==> config.mk <==
export PLATFORM = sky130hd
export DESIGN_NAME = vdl_delay_line
export DESIGN_NICKNAME = d
export VERILOG_FILES = /design/src/vdl_pkg.sv /design/src/vdl_delay_line.sv
export SDC_FILE = /design/constraint.sdc
export NUM_CORES = 1
export LEC_CHECK = 0
export ABC_AREA = 0
export BUFFER_PORTS_ARGS = -buffer_cell sky130_fd_sc_hd__buf_2
export CAP_MARGIN = 20
export CORE_MARGIN = 1
export CORE_UTILIZATION = 47
export DETAILED_ROUTE_END_ITERATION = 8
export PLACE_DENSITY = 0.66
export SYNTH_ARGS = -nofsm -noshare
export SYNTH_HDL_FRONTEND = slang
export SYNTH_SLANG_ARGS = --single-unit
==> constraint.sdc <==
create_clock -name clock_i -period 9.1 [get_ports clock_i]
set_input_delay 0.455 -clock clock_i [delete_from_list [all_inputs] [get_ports clock_i]]
set_output_delay 0.455 -clock clock_i [all_outputs]
set_load 0.005 [all_outputs]
==> src/vdl_pkg.sv <==
/*
 * Package of the vector fixed delay line: lane geometry, latency setup,
 * register map of the control slave, reset values and cycle counts.
 * Assumes one 200 MHz clock and a sample rate derived from it by a divider.
 */
`default_nettype none

package vdl_pkg;

	// ----------------------------------------------------------------
	// Lane geometry and latency setup
	// ----------------------------------------------------------------
	localparam int LANE_COUNT = 4;
	localparam int DATA_W = 16;
	localparam int BASE_LATENCY = 1;
	localparam int DELTA_LATENCY = 3;
	localparam bit HAS_ENABLE = 1'b1;
	localparam bit HAS_CLEAR = 1'b1;
	// Longest span of one shift section plus its output register.
	localparam int SEG_LEN = 32;

	localparam int LAST_LANE_DELAY = BASE_LATENCY + DELTA_LATENCY * (LANE_COUNT - 1);
	localparam int MAX_DELAY = (LAST_LANE_DELAY > BASE_LATENCY) ? LAST_LANE_DELAY : BASE_LATENCY;
	localparam int STAGE_N = (MAX_DELAY > 0) ? MAX_DELAY : 1;

	// ----------------------------------------------------------------
	// Timing
	// ----------------------------------------------------------------
	localparam int CLOCK_MHZ = 200;
	localparam int SAMPLE_PERIOD_NS = 20;
	localparam int CLK_PER_SAMPLE = (SAMPLE_PERIOD_NS * CLOCK_MHZ) / 1000;
	localparam int DIV_W = 8;
	localparam logic [DIV_W-1:0] DIV_LAST = DIV_W'(CLK_PER_SAMPLE - 1);
	localparam logic [DIV_W-1:0] DIV_RESET = 8'h00;

	// ----------------------------------------------------------------
	// Register map, byte addresses on a 32-bit bus
	// ----------------------------------------------------------------
	localparam int ADR_W = 8;
	localparam logic [ADR_W-1:0] ADR_CTRL = 8'h00;
	localparam logic [ADR_W-1:0] ADR_STATUS = 8'h04;
	localparam logic [ADR_W-1:0] ADR_CONFIG = 8'h08;
	localparam int CTRL_CLEAR_BIT = 0;
	localparam int CTRL_HOLD_BIT = 1;
	localparam int ST_CFG_OK_BIT = 0;
	localparam int ST_FULL_BIT = 1;
	localparam int ST_LEVEL_LSB = 2;
	localparam int ST_STEPS_LSB = 16;
	localparam int CFG_LANES_LSB = 0;
	localparam int CFG_BASE_LSB = 8;
	localparam int CFG_DELTA_LSB = 16;
	localparam int CFG_DEPTH_LSB = 24;
	localparam logic [31:0] RDATA_RESET = 32'h0000_0000;
	localparam logic [15:0] STEPS_RESET = 16'h0000;

	// ----------------------------------------------------------------
	// Carriers
	// ----------------------------------------------------------------
	typedef logic [LANE_COUNT-1:0][DATA_W-1:0] vdl_vec_t;

	typedef struct packed {
		logic cyc;
		logic stb;
		logic we;
		logic [3:0] sel;
		logic [ADR_W-1:0] adr;
		logic [31:0] dat;
	} vdl_wb_req_t;

	typedef struct packed {
		logic ack;
		logic [31:0] dat;
	} vdl_wb_rsp_t;

endpackage : vdl_pkg

`default_nettype wire

==> src/vdl_delay_line.sv <==
/*
 * Vector fixed delay line with a per-lane delta latency, a Wishbone control
 * slave and a two-entry output buffer.
 * Assumes upstream presents one lane vector per sample period and takes
 * the sample_take_o pulse as the moment its vector was consumed.
 */
// Function
// - Each sample appears at the output exactly the configured latency later.
// - Output keeps input type, width and rate; no conversion.
// - All stages start at zero; outputs are zero until data arrives.
// - Asserted clear returns every stage to zero on the clock edge.
// - Clear wins over the enable input when both are active.
// - Deasserted enable freezes all stages until reenabled or cleared.
// - Latency must be a non-negative whole number, else configuration is invalid.
// - Zero latency together with an enable input is an invalid configuration.
// - Zero latency passes input to output without storage.
// - Latency one uses a single register stage per bit.
// - Delay is a shift section of latency minus one plus an output register.
// - Latencies above one section cascade several section-plus-register segments.
// - Lane i delay is base plus delta times (i minus 1).
// - Delta must keep every lane delay non-negative.
// - A vector of lane_count samples is taken each period, lanes delayed independently.
// - Clear is an optional synchronous input sampled on the block clock.
`default_nettype none

module vdl_delay_line (
	input wire logic clock_i,
	input wire logic rst_n_i,
	input wire vdl_pkg::vdl_vec_t data_i,
	input wire logic clear_i,
	input wire logic enable_i,
	output logic sample_take_o,
	output logic out_valid_o,
	input wire logic out_ready_i,
	output vdl_pkg::vdl_vec_t out_data_o,
	output logic cfg_err_o,
	input wire logic wb_cyc_i,
	input wire logic wb_stb_i,
	input wire logic wb_we_i,
	input wire logic [3:0] wb_sel_i,
	input wire logic [vdl_pkg::ADR_W-1:0] wb_adr_i,
	input wire logic [31:0] wb_dat_i,
	output logic [31:0] wb_dat_o,
	output logic wb_ack_o
);
	import vdl_pkg::*;

	// ----------------------------------------------------------------
	// Configuration checks
	// ----------------------------------------------------------------
	// A bad setup cannot stop elaboration here, so it is reported on a pin
	// and in the status register instead, and the line never advances.
	localparam bit LAT_OK = (BASE_LATENCY >= 0);
	localparam bit ZERO_OK = !(BASE_LATENCY == 0 && HAS_ENABLE);
	localparam bit DELTA_OK = (LANE_COUNT < 2) || (DELTA_LATENCY * (LANE_COUNT - 1) >= -BASE_LATENCY);
	localparam bit CFG_OK = LAT_OK && ZERO_OK && DELTA_OK;

	// Delay of a lane counted from zero; used by stage gating and tap select.
	function automatic int lane_delay(input int lane);
		lane_delay = BASE_LATENCY + DELTA_LATENCY * lane;
	endfunction : lane_delay

	// Last stage of each section is the registered output of that section.
	function automatic bit is_seg_reg(input int stage);
		is_seg_reg = ((stage + 1) % SEG_LEN) == 0;
	endfunction : is_seg_reg

	// ----------------------------------------------------------------
	// State
	// ----------------------------------------------------------------
	typedef struct packed {
		logic [STAGE_N-1:0][LANE_COUNT-1:0][DATA_W-1:0] stage;
		vdl_vec_t [1:0] buf_data;
		logic [1:0] buf_cnt;
		logic [DIV_W-1:0] div;
		logic hold;
		logic sw_clear;
		logic [15:0] steps;
		vdl_wb_rsp_t wb;
	} vdl_state_t;

	vdl_state_t state_ff;
	vdl_state_t nxt_state;

	vdl_wb_req_t req;
	vdl_vec_t tap;
	logic sample_ce;
	logic clear_now;
	logic enable_now;
	logic buf_full;
	logic step;
	logic pop;
	logic [31:0] status_word;
	logic [31:0] config_word;

	// ----------------------------------------------------------------
	// Sample-rate enable and step decision
	// ----------------------------------------------------------------
	assign req = '{cyc: wb_cyc_i, stb: wb_stb_i, we: wb_we_i, sel: wb_sel_i, adr: wb_adr_i, dat: wb_dat_i};
	assign sample_ce = (state_ff.div == DIV_LAST);
	// Clear is taken on any clock edge it is seen, not only on sample edges.
	assign clear_now = (HAS_CLEAR & clear_i) | state_ff.sw_clear;
	assign enable_now = (~HAS_ENABLE | enable_i) & ~state_ff.hold;
	assign buf_full = (state_ff.buf_cnt == 2'd2);
	assign pop = out_valid_o & out_ready_i;
	// A full buffer stalls the line exactly like a low enable, so no word is lost.
	assign step = CFG_OK & sample_ce & enable_now & ~buf_full & ~clear_now;
	assign sample_take_o = step;

	// ----------------------------------------------------------------
	// Lane taps
	// ----------------------------------------------------------------
	genvar gl;
	generate
		for (gl = 0; gl < LANE_COUNT; gl++) begin : g_tap
			localparam int D = lane_delay(gl);
			if (D == 0) begin : g_wire
				assign tap[gl] = data_i[gl];
			end else begin : g_reg
				assign tap[gl] = state_ff.stage[D-1][gl];
			end
		end
	endgenerate

	// ----------------------------------------------------------------
	// Register words
	// ----------------------------------------------------------------
	always_comb begin
		status_word = 32'h0000_0000;
		status_word[ST_CFG_OK_BIT] = CFG_OK;
		status_word[ST_FULL_BIT] = buf_full;
		status_word[ST_LEVEL_LSB +: 2] = state_ff.buf_cnt;
		status_word[ST_STEPS_LSB +: 16] = state_ff.steps;
		config_word = 32'h0000_0000;
		config_word[CFG_LANES_LSB +: 8] = 8'(LANE_COUNT);
		config_word[CFG_BASE_LSB +: 8] = 8'(BASE_LATENCY);
		config_word[CFG_DELTA_LSB +: 8] = 8'(DELTA_LATENCY);
		config_word[CFG_DEPTH_LSB +: 8] = 8'(STAGE_N);
	end

	// ----------------------------------------------------------------
	// Next state
	// ----------------------------------------------------------------
	always_comb begin
		nxt_state = state_ff;

		// Divider that paces the sample-rate enable.
		if (sample_ce) begin
			nxt_state.div = DIV_RESET;
		end else begin
			nxt_state.div = state_ff.div + 8'h01;
		end

		// Delay stages: each lane only keeps the stages its delay needs.
		for (int l = 0; l < LANE_COUNT; l++) begin
			for (int k = 0; k < STAGE_N; k++) begin
				if (clear_now) begin
					nxt_state.stage[k][l] = '0;
				end else if (step && k < lane_delay(l)) begin
					// Section boundaries register the previous stage just as
					// interior stages do; the split only bounds each section.
					if (k == 0) begin
						nxt_state.stage[k][l] = data_i[l];
					end else if (is_seg_reg(k - 1)) begin
						nxt_state.stage[k][l] = state_ff.stage[k-1][l];
					end else begin
						nxt_state.stage[k][l] = state_ff.stage[k-1][l];
					end
				end
			end
		end

		// Two-entry output buffer, head at entry zero.
		unique case ({step, pop})
			2'b10: begin
				nxt_state.buf_data[state_ff.buf_cnt[0]] = tap;
				nxt_state.buf_cnt = state_ff.buf_cnt + 2'd1;
			end
			2'b01: begin
				nxt_state.buf_data[0] = state_ff.buf_data[1];
				nxt_state.buf_cnt = state_ff.buf_cnt - 2'd1;
			end
			2'b11: begin
				if (state_ff.buf_cnt == 2'd1) begin
					nxt_state.buf_data[0] = tap;
				end else begin
					nxt_state.buf_data[0] = state_ff.buf_data[1];
					nxt_state.buf_data[1] = tap;
				end
			end
			2'b00: begin
			end
		endcase

		if (step) begin
			nxt_state.steps = state_ff.steps + 16'h0001;
		end

		// Software clear lasts exactly one clock.
		nxt_state.sw_clear = 1'b0;

		// Wishbone slave: answer one cycle after the strobe, drop the next.
		nxt_state.wb.ack = req.cyc & req.stb & ~state_ff.wb.ack;
		nxt_state.wb.dat = RDATA_RESET;
		// A write lands on the edge at which the master sees ack high, so a
		// cycle abandoned before its ack changes nothing.
		if (req.cyc && req.stb && state_ff.wb.ack && req.we) begin
			if (req.adr == ADR_CTRL && req.sel[0]) begin
				nxt_state.sw_clear = req.dat[CTRL_CLEAR_BIT];
				nxt_state.hold = req.dat[CTRL_HOLD_BIT];
			end
		end
		if (req.cyc && req.stb && !state_ff.wb.ack && !req.we) begin
			unique case (req.adr)
				ADR_CTRL: nxt_state.wb.dat = {30'h0000_0000, state_ff.hold, 1'b0};
				ADR_STATUS: nxt_state.wb.dat = status_word;
				ADR_CONFIG: nxt_state.wb.dat = config_word;
				default: nxt_state.wb.dat = RDATA_RESET;
			endcase
		end
	end

	// ----------------------------------------------------------------
	// State register
	// ----------------------------------------------------------------
	always_ff @(posedge clock_i) begin
		if (!rst_n_i) begin
			state_ff <= '0;
		end else begin
			state_ff <= nxt_state;
		end
	end

	// ----------------------------------------------------------------
	// Outputs
	// ----------------------------------------------------------------
	assign out_valid_o = (state_ff.buf_cnt != 2'd0);
	assign out_data_o = state_ff.buf_data[0];
	assign cfg_err_o = ~CFG_OK;
	assign wb_ack_o = state_ff.wb.ack;
	assign wb_dat_o = state_ff.wb.dat;

endmodule : vdl_delay_line

`default_nettype wire

Word level (Yosys, flattened, before mapping)
Index checks and enable logic that the tools add are counted.
Word-level totals
  word-level logic and storage cells: 94
  register bits after elaboration: 541
  output and inout bits: 100
  input port bits: 116
Cells by class
  $lt $le $gt $ge: 2
  muxes and demuxes: 9
  bitwise logic cells: 13
  add/sub/neg operators: 4
  reductions and logical operators: 20
  equality and inequality tests: 9
Operators by type and width (number)
  two-way mux 64 bit: 3
  case mux 64 bit (3 select lines): 1
  bitwise mux 128 bit: 1
  case mux 64 bit (2 select lines): 1
  case mux 32 bit (3 select lines): 1
  demux 64 bit (select 1 bit): 1
  adder 16 x 1 -> 16 bit (second input constant): 1
  adder 8 x 1 -> 8 bit (second input constant): 1
  equality test 8 x 2 -> 1 bit (second input constant): 1
  equality test 8 x 3 -> 1 bit (second input constant): 1
  equality test 8 x 4 -> 1 bit (second input constant): 1
  zero test 8 bit: 1
  AND 1 bit: 7
  logical AND 1 bit: 7
  equality test 2 bit (second input constant): 3
  AND reduction 2 bit: 3
  nonzero test 2 bit: 3
  inverter 1 bit: 5
  equality test 2 x 1 -> 1 bit (second input constant): 2
  case mux 2 bit (2 select lines): 1
  OR reduction 2 bit: 2
  AND reduction 3 bit: 1
  nonzero test 3 bit: 1
  adder 2 x 1 -> 2 bit (second input constant): 1
  6 further kinds: 7

Longest topological paths before layout
Gate-level depths: netlist of the first run.
  word-level depth: 8
  gate-level depth with buffers: 16
  mapped depth without buffers: 10

Worst setup path before layout of the first run
OpenSTA, ideal clock, no wires.
  kind: reg2reg
  from: register state_ff[59] in the netlist's numbering
  to: register state_ff[133] in the netlist's numbering
  setup time: 0.070 ns
  stages on the path, launching flop included: 17
  arrival: 3.091 ns
  path slack: 5.939 ns
  clock period less this slack: 3.161 ns
  path through: dfxtp_1 > clkbuf_1 > inv_1 > ha_1 > nor3b_1 > nand4_1 > buf_2 > clkbuf_1 > inv_1 > ha_1 > nor2b_1 > clkbuf_1 > a31o_2 > clkbuf_1 > clkbuf_1 > nand2_1 > a21oi_1
On the way
  cells in the longest elaborated chain, start to end: 7
  elaborated cells between the ends (all ways): 19
RTL lines
  start: declaration: RTL line vdl_delay_line.sv:82  | vdl_state_t state_ff;
  start signal: assignment: RTL line vdl_delay_line.sv:230  | state_ff <= nxt_state;
  equality test 2 bit (*): RTL line vdl_delay_line.sv:104  | assign buf_full = (state_ff.buf_cnt == 2'd2);
  inverter 1 bit (*): RTL line vdl_delay_line.sv:107  | assign step = CFG_OK & sample_ce & enable_now & ~buf_full & ~clear_now;
  AND 1 bit (*) (2 in a row): RTL line vdl_delay_line.sv:107
  net sample_take_o: RTL line vdl_delay_line.sv:32  | output logic sample_take_o,
  equality test 2 bit: RTL line vdl_delay_line.sv:174  | unique case ({step, pop})
  != test 2 bit (no line) / nonzero test 2 bit (equally long branches)
  AND reduction 2 bit (no line)
Mark *: on every way through the listed nets, which the timed path passes. The rest lies on a longest branch.
A chain may end at the register's enable or synchronous reset.

Worst setup path after layout of the first run
  from: register state_ff[59] in the netlist's numbering
  to: register state_ff[481] in the netlist's numbering
On the way
  cells in the longest elaborated chain, start to end: 4
RTL lines (RTL line)
  equality test 2 bit: vdl_delay_line.sv:104
  inverter 1 bit: vdl_delay_line.sv:107
  AND 1 bit (2 in a row): vdl_delay_line.sv:107
No other way between the ends.

==> results of run 1 <==
per-layer routing:
layer / wire length (um) / part of all wire [%]
met1: 19000 / 43
met4: 1290 / 2.9
met2: 21700 / 49
met3: 1990 / 4.5
met5: 0 / 0
power groups by stage:
stage | combinational, mW | clock, mW | sequential, mW
after floorplan | 0.435 | 0 | 2.50
after global placement | 0.522 | 0 | 2.52
after detailed placement | 0.530 | 0 | 2.52
after CTS | 0.532 | 2.29 | 2.47
after global routing | 0.592 | 2.39 | 2.48
final | 0.528 | 2.24 | 2.47
critical path, delay by kind of cell, from the launching register on:
| family | cells | cell delay, ps |
|---|---|---|
| flip-flops | 1 | 570 |
| adder cells (fa/ha/maj) | 1 | 250 |
| AO/OA/AOI/OAI | 1 | 200 |
| AND/OR/NAND/NOR | 3 | 1330 |
| buffers and inverters | 3 | 1530 |
cell type report:
class | count | area share [%]
Tap cell | 518 | 3.09
Sequential cell | 530 | 50.6
Clock buffer | 77 | 7.43
Inverter | 10 | 0.191
Timing Repair Buffer | 187 | 4.88
Clock inverter | 21 | 1.28
Multi-Input combinational cell | 1301 | 32.5
stage by stage:
step                utilization (%)  worst slack (ps)  cells  power [mW]  instance area [sq um]
finish                         53.6              4970   2644        5.23                  21000
global placement               48.9              4980   2545        3.04                  19100
CTS                            53.5              4850   2643        5.29                  20900
detailed placement             48.9              4890   2545        3.05                  19100
global route                   53.6              4560   2644        5.46                  21000
floorplan                         -              5940   2121        2.93                  18900
kinds of logic (layout without fill, tap and decap cells):
| logic type | count (synthesis) | count (layout) | share of synthesized area (%) |
|---|---|---|---|
| AOI/OAI and AO/OA | 573 | 573 | 19.1 |
| xor gates and xnor gates | 9 | 9 | 0.418 |
| adders and majority gates | 9 | 9 | 0.598 |
| buffers and inverters | 290 | 295 | 8.00 |
| DFF | 530 | 530 | 56.3 |
| muxes | 1 | 1 | 0.0531 |
| other | 1 | 12 | 0.0199 |
| and+or+nand+nor | 697 | 697 | 15.5 |
cell usage in the layout, fill, tap and decap left out, drive strengths merged, types with 2 or more instances in the layout:
master / instances
dfxtp: 530
nor2: 422
o22ai: 352
buf: 187
nand2: 143
a21oi: 93
clkbuf: 77
nor3: 47
a221oi: 45
o21ai: 32
and2: 27
nand3: 19
o31ai: 15
a211oi: 14
o21a: 14
conb: 12
clkinv: 12
inv: 12
or4: 10
ha: 9
and3: 8
or3: 6
bufinv: 6
a21o: 6
xor2: 5
xnor2: 4
nor3b: 4
nand4: 2
nor4: 2
nand2b: 2
cells in the mapped netlist (2+ instances only):
| library cell | instances | share of area [%] |
|---|---|---|
| a211oi_1 | 14 | 0.56 |
| a21o_1 | 6 | 0.24 |
| a21oi_1 | 93 | 2.5 |
| a221oi_1 | 45 | 2.1 |
| and2_0 | 13 | 0.43 |
| and2_1 | 14 | 0.46 |
| and3_1 | 8 | 0.27 |
| buf_1 | 2 | 0.040 |
| buf_2 | 43 | 1.1 |
| buf_4 | 97 | 3.9 |
| clkbuf_1 | 138 | 2.7 |
| dfxtp_1 | 530 | 56 |
| ha_1 | 9 | 0.60 |
| inv_1 | 10 | 0.20 |
| nand2_1 | 143 | 2.8 |
| nand2b_1 | 2 | 0.066 |
| nand3_1 | 19 | 0.50 |
| nand4_1 | 2 | 0.066 |
| nor2_1 | 422 | 8.4 |
| nor3_1 | 47 | 1.2 |
| nor3b_1 | 2 | 0.080 |
| nor3b_2 | 2 | 0.13 |
| o21a_1 | 14 | 0.56 |
| o21ai_0 | 32 | 0.85 |
| o22ai_1 | 352 | 12 |
| o31ai_1 | 15 | 0.60 |
| or3_1 | 6 | 0.20 |
| or4_1 | 10 | 0.40 |
| xnor2_1 | 4 | 0.19 |
| xor2_1 | 5 | 0.23 |
how the worst max path moves through the flow:
stage | start | endpoint | slack [ps] | cells after the start
2_1_floorplan | state_ff[59] | state_ff[133] | 5940 | 16
5_1_grt | state_ff[59] | state_ff[415] | 4560 | 8
3_5_place_dp | state_ff[59] | state_ff[607] | 4890 | 8
3_3_place_gp | state_ff[59] | state_ff[333] | 4980 | 8
4_1_cts | state_ff[59] | state_ff[481] | 4850 | 8
6_report | state_ff[59] | state_ff[481] | 4970 | 8
state kept, by name, summed over array words and instances (netlist names):
signal	flops
wb_ack_o	1
out_data_o	64
state_ff	444
wb_dat_o	21
==> metrics.md, run 1 <==
| Metric | Value |
|---|---|
| Synth cell types | 41 |
| Relative slew slack | 24.6% |
| DP HPWL | 25.8 mm |
| Hold crit path type | in -> reg |
| CP Cell Sequence | inv_1, ha_1, nor3b_1, and3_4, buf_12, buf_4, o22ai_1, nor2_1 |
| Critical path data arrival time | 4630 ps |
| Syn Area/Cell | 8.93 sq um |
| RSZ-0062 raised after global routing | false |
| Vias | 14900 |
| Sequential share of power | 47.1% |
| Die Width | 202 um |
| Synthesis warning total | 0 |
| # setup viols final | 0 |
| GR Overflow Total | 0 |
| VDD IR max | 0.000172 V |
| CTS Buffer Depth | 3 |
| Hold Path Depth | 2 |
| Vias in the first global route | 13700 |
| Layout cells sized above 1 | 13.5% |
| Fin crit share | 45.4% |
| Sw frac | 24.4% |
| Asr flop ratio synth | 0% |
| #FFs+latches synth | 530 |
| Met3 Track Usage GR | 3.26% |
| Ports | 216 |
| Pin count of the biggest net entering global routing | 267 |
| DIE HEIGHT | 202 um |
| Hold Crit Start | wb_adr_i[3] |
| Clock power share | 42.8% |
| Die area | 0.0409 sq mm |
| CP Capture Type | register |
| DR iter-0 viols | 1209 |
| Initial antenna violation count | 0 |
| Total track usage | 21.0% |
| First-pass GRT wire length | 71.2 mm |
| Startpoint types | register |
| Outcome | finished, final reports clean |
| Psw | 1.28 mW |
| H-tree level count | 2 |
| DRC errors left | 0 |
| Number of vias per cell | 5.64 |
| Rows | 72 |
| Worst clock skew | 21.9 ps |
| Core Region | 0.0391 sq mm |
| Worst skew pair latency | 590 ps |
| Clock transition at path regs | 60 ps |
| Worst-margin pin slew | 1130 ps |
| TritonCTS buffer count | 52 |
| Leakage power | 7.72 nW |
| Synthesis-to-layout area growth | 11.2% |
| Final antenna-violating net count | 0 |
| GR peak layer | met2 |
| Slowest-stage cell, CP | and3_4 |
| Grt met1 use | 26.2% |
| Combinational cell fraction of total power | 10.1% |
| Area taken by flip-flops and latches | 0.0106 sq mm |
| Clock sinks | 530 |
| Nets | 2207 |
| Setup TNS | 0 ps |
| Worst Hold Endpoint | wb_dat_o[1] |
| Flop-to-flop setup slack | 4970 ps |
| Hold_buf cts | 0 |
| Maximum capacitance violations | 0 |
| Pre-Repair DR Iteration Count | 7 |
| Fillcell total | 3532 |
| GRT met2 Usage | 36.6% |
| Gate Count Post-Synth | 2110 |
| CP Max Fanout | 214 |
| Ant diodes | 0 |
| RR Startpoint | state_ff[59] |
| Number of post-CTS setup repair buffers | 0 |
| Crit path kind | reg -> reg |
| CP required | 9600 ps |
| Footprint of the multi-input gates | 0.00681 sq mm |
| PwrDens | 250 mW/mm^2 |
| Worst R2R End | state_ff[481] |
| IO buf count | 170 |
| Power Internal | 3.96 mW |
| Final hold vios | 0 |
| Max Fclk | 242 MHz |
| EDFF count, synth | 0 |
| Fin crit period | 4130 ps |
| WL per Instance | 16.6 um |
| Max incr delay on CP | 780 ps |
| Primary FF master, synth | dfxtp_1 |
| FF-to-FF path depth | 8 |
| Pins over their slew limit | 0 |
| Root Buffer | clkbuf_16 |
| CTS tree | built |
| Routability cong. | 0.792 |
| Mapped cell area | 0.0188 sq mm |
| Hold Slack | 99.5 ps |
| Post-synthesis sequential area ratio | 56.3% |
| Resize count post-CTS | 0 |
| Initial Utilization | 48.2% |
| DRT Wirelength | 44.0 mm |
(Power assumes the default switching activity.)
==> inputs of run 2 (changes only) <==
Settings changed: PLACE_DENSITY 0.66 to 0.69.
Clock period 9.1 ns to 3.4 ns, I/O delays scaled along.
==> run 2 against run 1 <==
Net effect: worst setup slack worse by 4700 ps; combinational power grew to 2.9 times the previous value; hold slack worse by 31 ps; count of clock-buffer cells in the layout is 2 higher; first-iteration DRC count is 1.1% higher; via count is 2.4% higher; critical path type unchanged.
==> metrics.md, run 2 (synthesis gave the netlist of run 1 again) <==
| Metric | Value |
|---|---|
| CP Capture Type | register |
| Die Width | 202 um (unchanged) |
| Max reg flops | 444 (unchanged) |
| Fin crit share | 90.9% (+45 points) |
| Outcome | finished, final reports clean |
| Number of vias per cell | 5.58 (-1.1%) |
| Startpoint types | register |
| Worst skew pair latency | 600 ps (about the same) |
| Fillcell total | 3397 (-3.8%) |
| CP bufs+invs | 3 (unchanged) |
| H-tree level count | 2 (unchanged) |
| Crit path kind | reg -> reg |
| Core Region | 0.0391 sq mm (unchanged) |
| Max Fclk | 324 MHz (+34%) |
| CP top delay family | buffers and inverters |
| DRT Wirelength | 43.4 mm (-1.4%) |
| CTS Buffer Depth | 3 (unchanged) |
| IO buf count | 170 (unchanged) |
| TritonCTS buffer count | 53 (+1.9%) |
| Pre-Repair DR Iteration Count | 7 (unchanged) |
| Worst clock skew | 28.7 ps (+6.74 ps) |
| First-pass GRT wire length | 70.4 mm (-1.1%) |
| Most common cell after layout, fill and taps aside | dfxtp_1 |
| Final hold vios | 0 (unchanged) |
| CP Max Fanout | 264 (+23%) |
| Worst-margin pin slew | 1220 ps (+90.5 ps) |
| Critical path data arrival time | 3610 ps (-1020 ps) |
| Pin count of the biggest net entering global routing | 265 (-0.75%) |
| Clock transition at path regs | 60 ps (about the same) |
| Relative slew slack | 18.6% (-6.0 points) |
| Most flop-heavy register | state_ff |
| Final antenna-violating net count | 0 (unchanged) |
| DIE HEIGHT | 202 um (unchanged) |
| Slowest-stage cell, CP | buf_12 |
| CP required | 3920 ps (-5680 ps) |
| Clock sinks | 530 (unchanged) |
| Most frequent cells in the layout | 530 x dfxtp_1, 422 x nor2_1, 352 x o22ai_1 |
| Synthesis-to-layout area growth | 15.8% |
| Pins over their slew limit | 0 (unchanged) |
| Vias in the first global route | 13900 (+0.95%) |
| Maximum capacitance violations | 0 (unchanged) |
| DRC errors left | 0 (unchanged) |
| Crit-path most repeated cell | buf_4 |
| Total track usage | 20.7% (-0.37 points) |
| Max incr delay on CP | 690 ps (-90 ps) |
| Ports | 216 (unchanged) |
| Setup TNS | 0 ps (unchanged) |
| Die area | 0.0409 sq mm (unchanged) |
| Initial Utilization | 48.2% (unchanged) |
| VDD IR max | 0.000427 V (+150%) |
| Vias | 15300 (+2.4%) |
| RSZ-0062 raised after global routing | false |
| Resize count post-CTS | 0 (unchanged) |
| # setup viols final | 0 (unchanged) |
| Flop-to-flop setup slack | 310 ps (-4660 ps) |
| CP Cell Sequence | ha_1, nor3b_2, nand4_1, buf_4, buf_4, buf_12, o22ai_1, nor2_1 |
| Hold crit path type | in -> reg |
| Rows | 72 (unchanged) |
| Tot Pwr | 13.7 mW (+160%) |
| Layout cells sized above 1 | 13.6% (+0.063 points) |
| Routability cong. | 0.770 (-2.8%) |
| DR iter-0 viols | 1222 (+1.1%) |
| Root Buffer | clkbuf_16 |
| Nets | 2304 (+4.4%) |
| Leakage power | 8.11 nW (+5.1%) |
| Number of post-CTS setup repair buffers | 0 (unchanged) |
| CTS tree | built |
| GR Overflow Total | 0 (unchanged) |
| DP HPWL | 26.0 mm (+0.92%) |
| WL per Instance | 15.8 um (-4.8%) |
| Fin crit period | 3090 ps (-1040 ps) |
| PwrDens | 630 mW/mm^2 (+150%) |
| Initial antenna violation count | 1 (+1) |
| Hold_buf cts | 76 (+76) |
[run 2: cell count changes in the layout (fill, tap and decap cells not counted), sizes merged]
cell | before | now
clkinv | 12 | 13
dlygate4sd3 | 0 | 76
bufinv | 6 | 1
clkbuf | 77 | 79
clkinvlp | 1 | 0
diode | 0 | 1
buf | 187 | 207
[run 2: worst paths after layout]
path | cells after the start | startpoint | end
worst max register to register | 8 | state_ff[51] | state_ff[755]
worst min register to register | 2 | state_ff[167] | state_ff[167]
worst min-delay path | 3 | wb_we_i | wb_dat_o[0]
worst max-delay path | 8 | state_ff[51] | state_ff[755]
[run 2: stage by stage]
stage	utilization [%]	setup slack (ps)	hold slack (ps)	std cells	area (sq um)
4_1_cts	55.8	412	26.9	2737	21800
6_report	55.8	311	68.9	2738	21800
3_3_place_gp	49.5	486	395	2566	19300
3_5_place_dp	49.5	448	403	2566	19300
2_1_floorplan	-	239	249	2121	18900
5_1_grt	55.8	98.6	98.4	2738	21800
[run 2: routing by layer]
| metal | vias up | part of all wire, % | track usage (%) |
|---|---|---|---|
| li1 | 7531 | - | - |
| met1 | 7316 | 43 | 26.2 |
| met2 | 385 | 50 | 36.4 |
| met3 | 51 | 5.3 | 3.63 |
| met4 | 0 | 1.5 | 4.83 |
| met5 | - | 0 | 0 |
[run 2: layout make-up]
type	count	area, sq um	share of cell area, %
Timing Repair Buffer	283	2000	9.17
Tap cell	518	648	2.97
Clock inverter	16	160	0.734
Multi-Input combinational cell	1301	6810	31.2
Clock buffer	79	1550	7.12
Inverter	10	40.0	0.183
Antenna cell	1	2.50	0.0115
Sequential cell	530	10600	48.6
[run 2: worst register-to-register path: stages, from the launching register on]
cell and delay, ps:
dfxtp_1 340, ha_1 260, nor3b_2 200, nand4_1 140, buf_4 150, buf_4 550
buf_12 730, o22ai_1 500, nor2_1 150
[run 2: power by group]
part | leakage, nW | switching, mW | total [mW] | internal [mW]
Combinational | 2.99 | 0.921 | 1.54 | 0.618
Clock | 0.852 | 2.37 | 5.62 | 3.25
Sequential | 4.28 | 0.137 | 6.59 | 6.45
==> inputs of run 3 (changes only) <==
Settings changed: GPL_TIMING_DRIVEN from default to 0.
==> run 3 against run 2 <==
Net effect: sequential power grew 0.6%; hold slack lost 35 ps; global-route usage grew 3.5 points; first-iteration DRC count grew 3.2%; clock power grew 4.4%.
==> metrics.md, run 3 (synthesis gave the netlist of run 1 again) <==
| Metric | Value |
|---|---|
| Outcome | finished, final reports clean |
| DRT Wirelength | 50.4 mm (+16%) |
| CP bufs+invs | 4 (+1) |
| Layout cells sized above 1 | 18.4% (+4.8 points) |
| Vias | 16400 (+7.5%) |
| H-tree level count | 2 (unchanged) |
| DP Worst Slack | -1130 ps (-1580 ps) |
| RSZ-0062 raised after global routing | true |
| Most flop-heavy register | state_ff |
| Most frequent cells in the layout | 529 x dfxtp_1, 422 x nor2_1, 352 x o22ai_1 |
| Max incr delay on CP | 460 ps (-230 ps) |
| Ports | 216 (unchanged) |
| Worst-margin pin slew | 972 ps (-250 ps) |
| Max Fclk | 303 MHz (-6.4%) |
| Fin crit share | 97.1% (+6.3 points) |
| GRT met2 Usage | 42.0% (+5.6 points) |
| Core Region | 0.0391 sq mm (unchanged) |
| Synthesis-to-layout area growth | 22.2% |
| Nets | 2535 (+10%) |
| Fin crit period | 3300 ps (+213 ps) |
| Most common cell after layout, fill and taps aside | dfxtp_1 |
| Maximum capacitance violations | 0 (unchanged) |
| Leakage power | 8.97 nW (+11%) |
| Number of post-CTS setup repair buffers | 0 (unchanged) |
| # setup viols final | 0 (unchanged) |
| Worst clock skew | 17.8 ps (-10.9 ps) |
| Hold Slack | 33.8 ps (-35.1 ps) |
| CP Max Fanout | 11 (-96%) |
| DR iter-0 viols | 1261 (+3.2%) |
| CTS tree | built |
| CP Cell Sequence | inv_1, ha_1, nor3b_4, nand4_1, clkbuf_2, clkbuf_4, ha_1, o21a_2, clkbuf_4, a221oi_1, nor3_1 |
| Vias in the first global route | 15700 (+13%) |
| Final hold vios | 0 (unchanged) |
| Startpoint types | register |
| Setup WS post-layout | 98.6 ps (-213 ps) |
| Crit path kind | reg -> reg |
| Sw frac | 24.6% (-0.33 points) |
| Final antenna-violating net count | 0 (unchanged) |
| GR Overflow Total | 0 (unchanged) |
| Rows | 72 (unchanged) |
| Routability cong. | 0.861 (+12%) |
| CTS Buffer Depth | 3 (unchanged) |
| Grt met1 use | 30.6% (+4.3 points) |
| Met3 Track Usage GR | 2.90% (-0.73 points) |
| Relative slew slack | 35.2% (+17 points) |
| Initial Utilization | 48.2% (unchanged) |
| WL per Instance | 17.0 um (+7.3%) |
| TritonCTS buffer count | 52 (-1.9%) |
| First-pass GRT wire length | 80.1 mm (+14%) |
| Fin util | 58.9% (+3.1 points) |
| DIE HEIGHT | 202 um (unchanged) |
| Clock power share | 41.0% (about the same) |
| Combinational cell fraction of total power | 12.7% (+1.5 points) |
| Power Internal | 10.8 mW (+4.6%) |
| Slowest-stage cell, CP | dfxtp_2 |
| Sequential share of power | 46.3% (-1.6 points) |
| CP top delay family | buffers and inverters |
| Ant diodes | 0 (-1) |
| Worst skew pair latency | 580 ps (-20 ps) |
| Clock sinks | 530 (unchanged) |
| Pre-Repair DR Iteration Count | 5 (-2) |
| Psw | 3.52 mW (+2.7%) |
| Root Buffer | clkbuf_16 |
| Die area | 0.0409 sq mm (unchanged) |
| Clock transition at path regs | 60 ps (about the same) |
| Critical path data arrival time | 3750 ps (+140 ps) |
| Pins over their slew limit | 0 (unchanged) |
| PwrDens | 622 mW/mm^2 (-1.3%) |
| Hold crit path type | in -> reg |
| IO buf count | 169 (-0.59%) |
| Initial antenna violation count | 0 (-1) |
| Max reg flops | 444 (unchanged) |
| VDD IR max | 0.000352 V (-18%) |
| Total track usage | 24.1% (+3.5 points) |
| DP HPWL | 35.4 mm (+36%) |
| Setup TNS | 0 ps (unchanged) |
| Number of vias per cell | 5.54 (-0.67%) |
| CP required | 3850 ps (-70 ps) |
| CP Capture Type | register |
| Die Width | 202 um (unchanged) |
| DRC errors left | 0 (unchanged) |
| Pin count of the biggest net entering global routing | 20 (-92%) |
| GR peak layer | met2 |
-- run 3: area by class of cell --
class,instances,area [sq um]
tap,518,648
clock buffer,72,1510
buffer,273,1500
sequential,530,10600
multi-input combinational,1301,6910
timing repair buffer,242,1580
fill,3411,16100
clock inverter,18,243
inverter,10,37.5
-- run 3: metal layers --
metal  up-vias  wire length [um]
met5         -                 0
met4         0              1510
met3        85              2520
met2       480             24500
met1      7897             21900
li1       7971                 -
-- run 3: worst register-to-register path: stages (launching register included) --
cell and delay [ps]:
dfxtp_2 460, inv_1 110, ha_1 260, nor3b_4 270, nand4_1 140, clkbuf_2 270
clkbuf_4 310, ha_1 330, o21a_2 310, clkbuf_4 220, a221oi_1 410, nor3_1 80
-- run 3: power by group through the flow --
stage	registers (mW)	clock network [mW]	logic [mW]
after floorplan	6.68	0	1.16
after global placement	6.74	0	1.66
after detailed placement	6.75	0	1.70
after CTS	6.62	5.94	1.80
after global routing	6.65	6.20	2.01
final	6.63	5.87	1.82
-- run 3: path summary, 6_finish.rpt --
path / start / endpoint / slack (ps) / cells after the start
min reg2reg: state_ff[172] / state_ff[172] / 450 / 2
max reg2reg: state_ff[59] / out_data_o[28] / 100 / 11
min: wb_adr_i[4] / state_ff[50] / 30 / 5
max: state_ff[59] / out_data_o[28] / 100 / 11
-- run 3: through the flow --
| step | power, mW | std cells | cell area [sq um] |
|---|---|---|---|
| final | 14.3 | 2964 | 23000 |
| after global routing | 14.9 | 2964 | 23000 |
| after CTS | 14.4 | 2966 | 23000 |
| after detailed placement | 8.45 | 2808 | 20400 |
| after global placement | 8.40 | 2808 | 20400 |
| after floorplan | 7.85 | 2121 | 18900 |
-- run 3: repair_timing --
action / CTS / global route
hold buffers: 73 / 0
gates resized for setup: 41 / 38
hold endpoints to repair: 74 / 0
setup endpoints to repair: 130 / 121
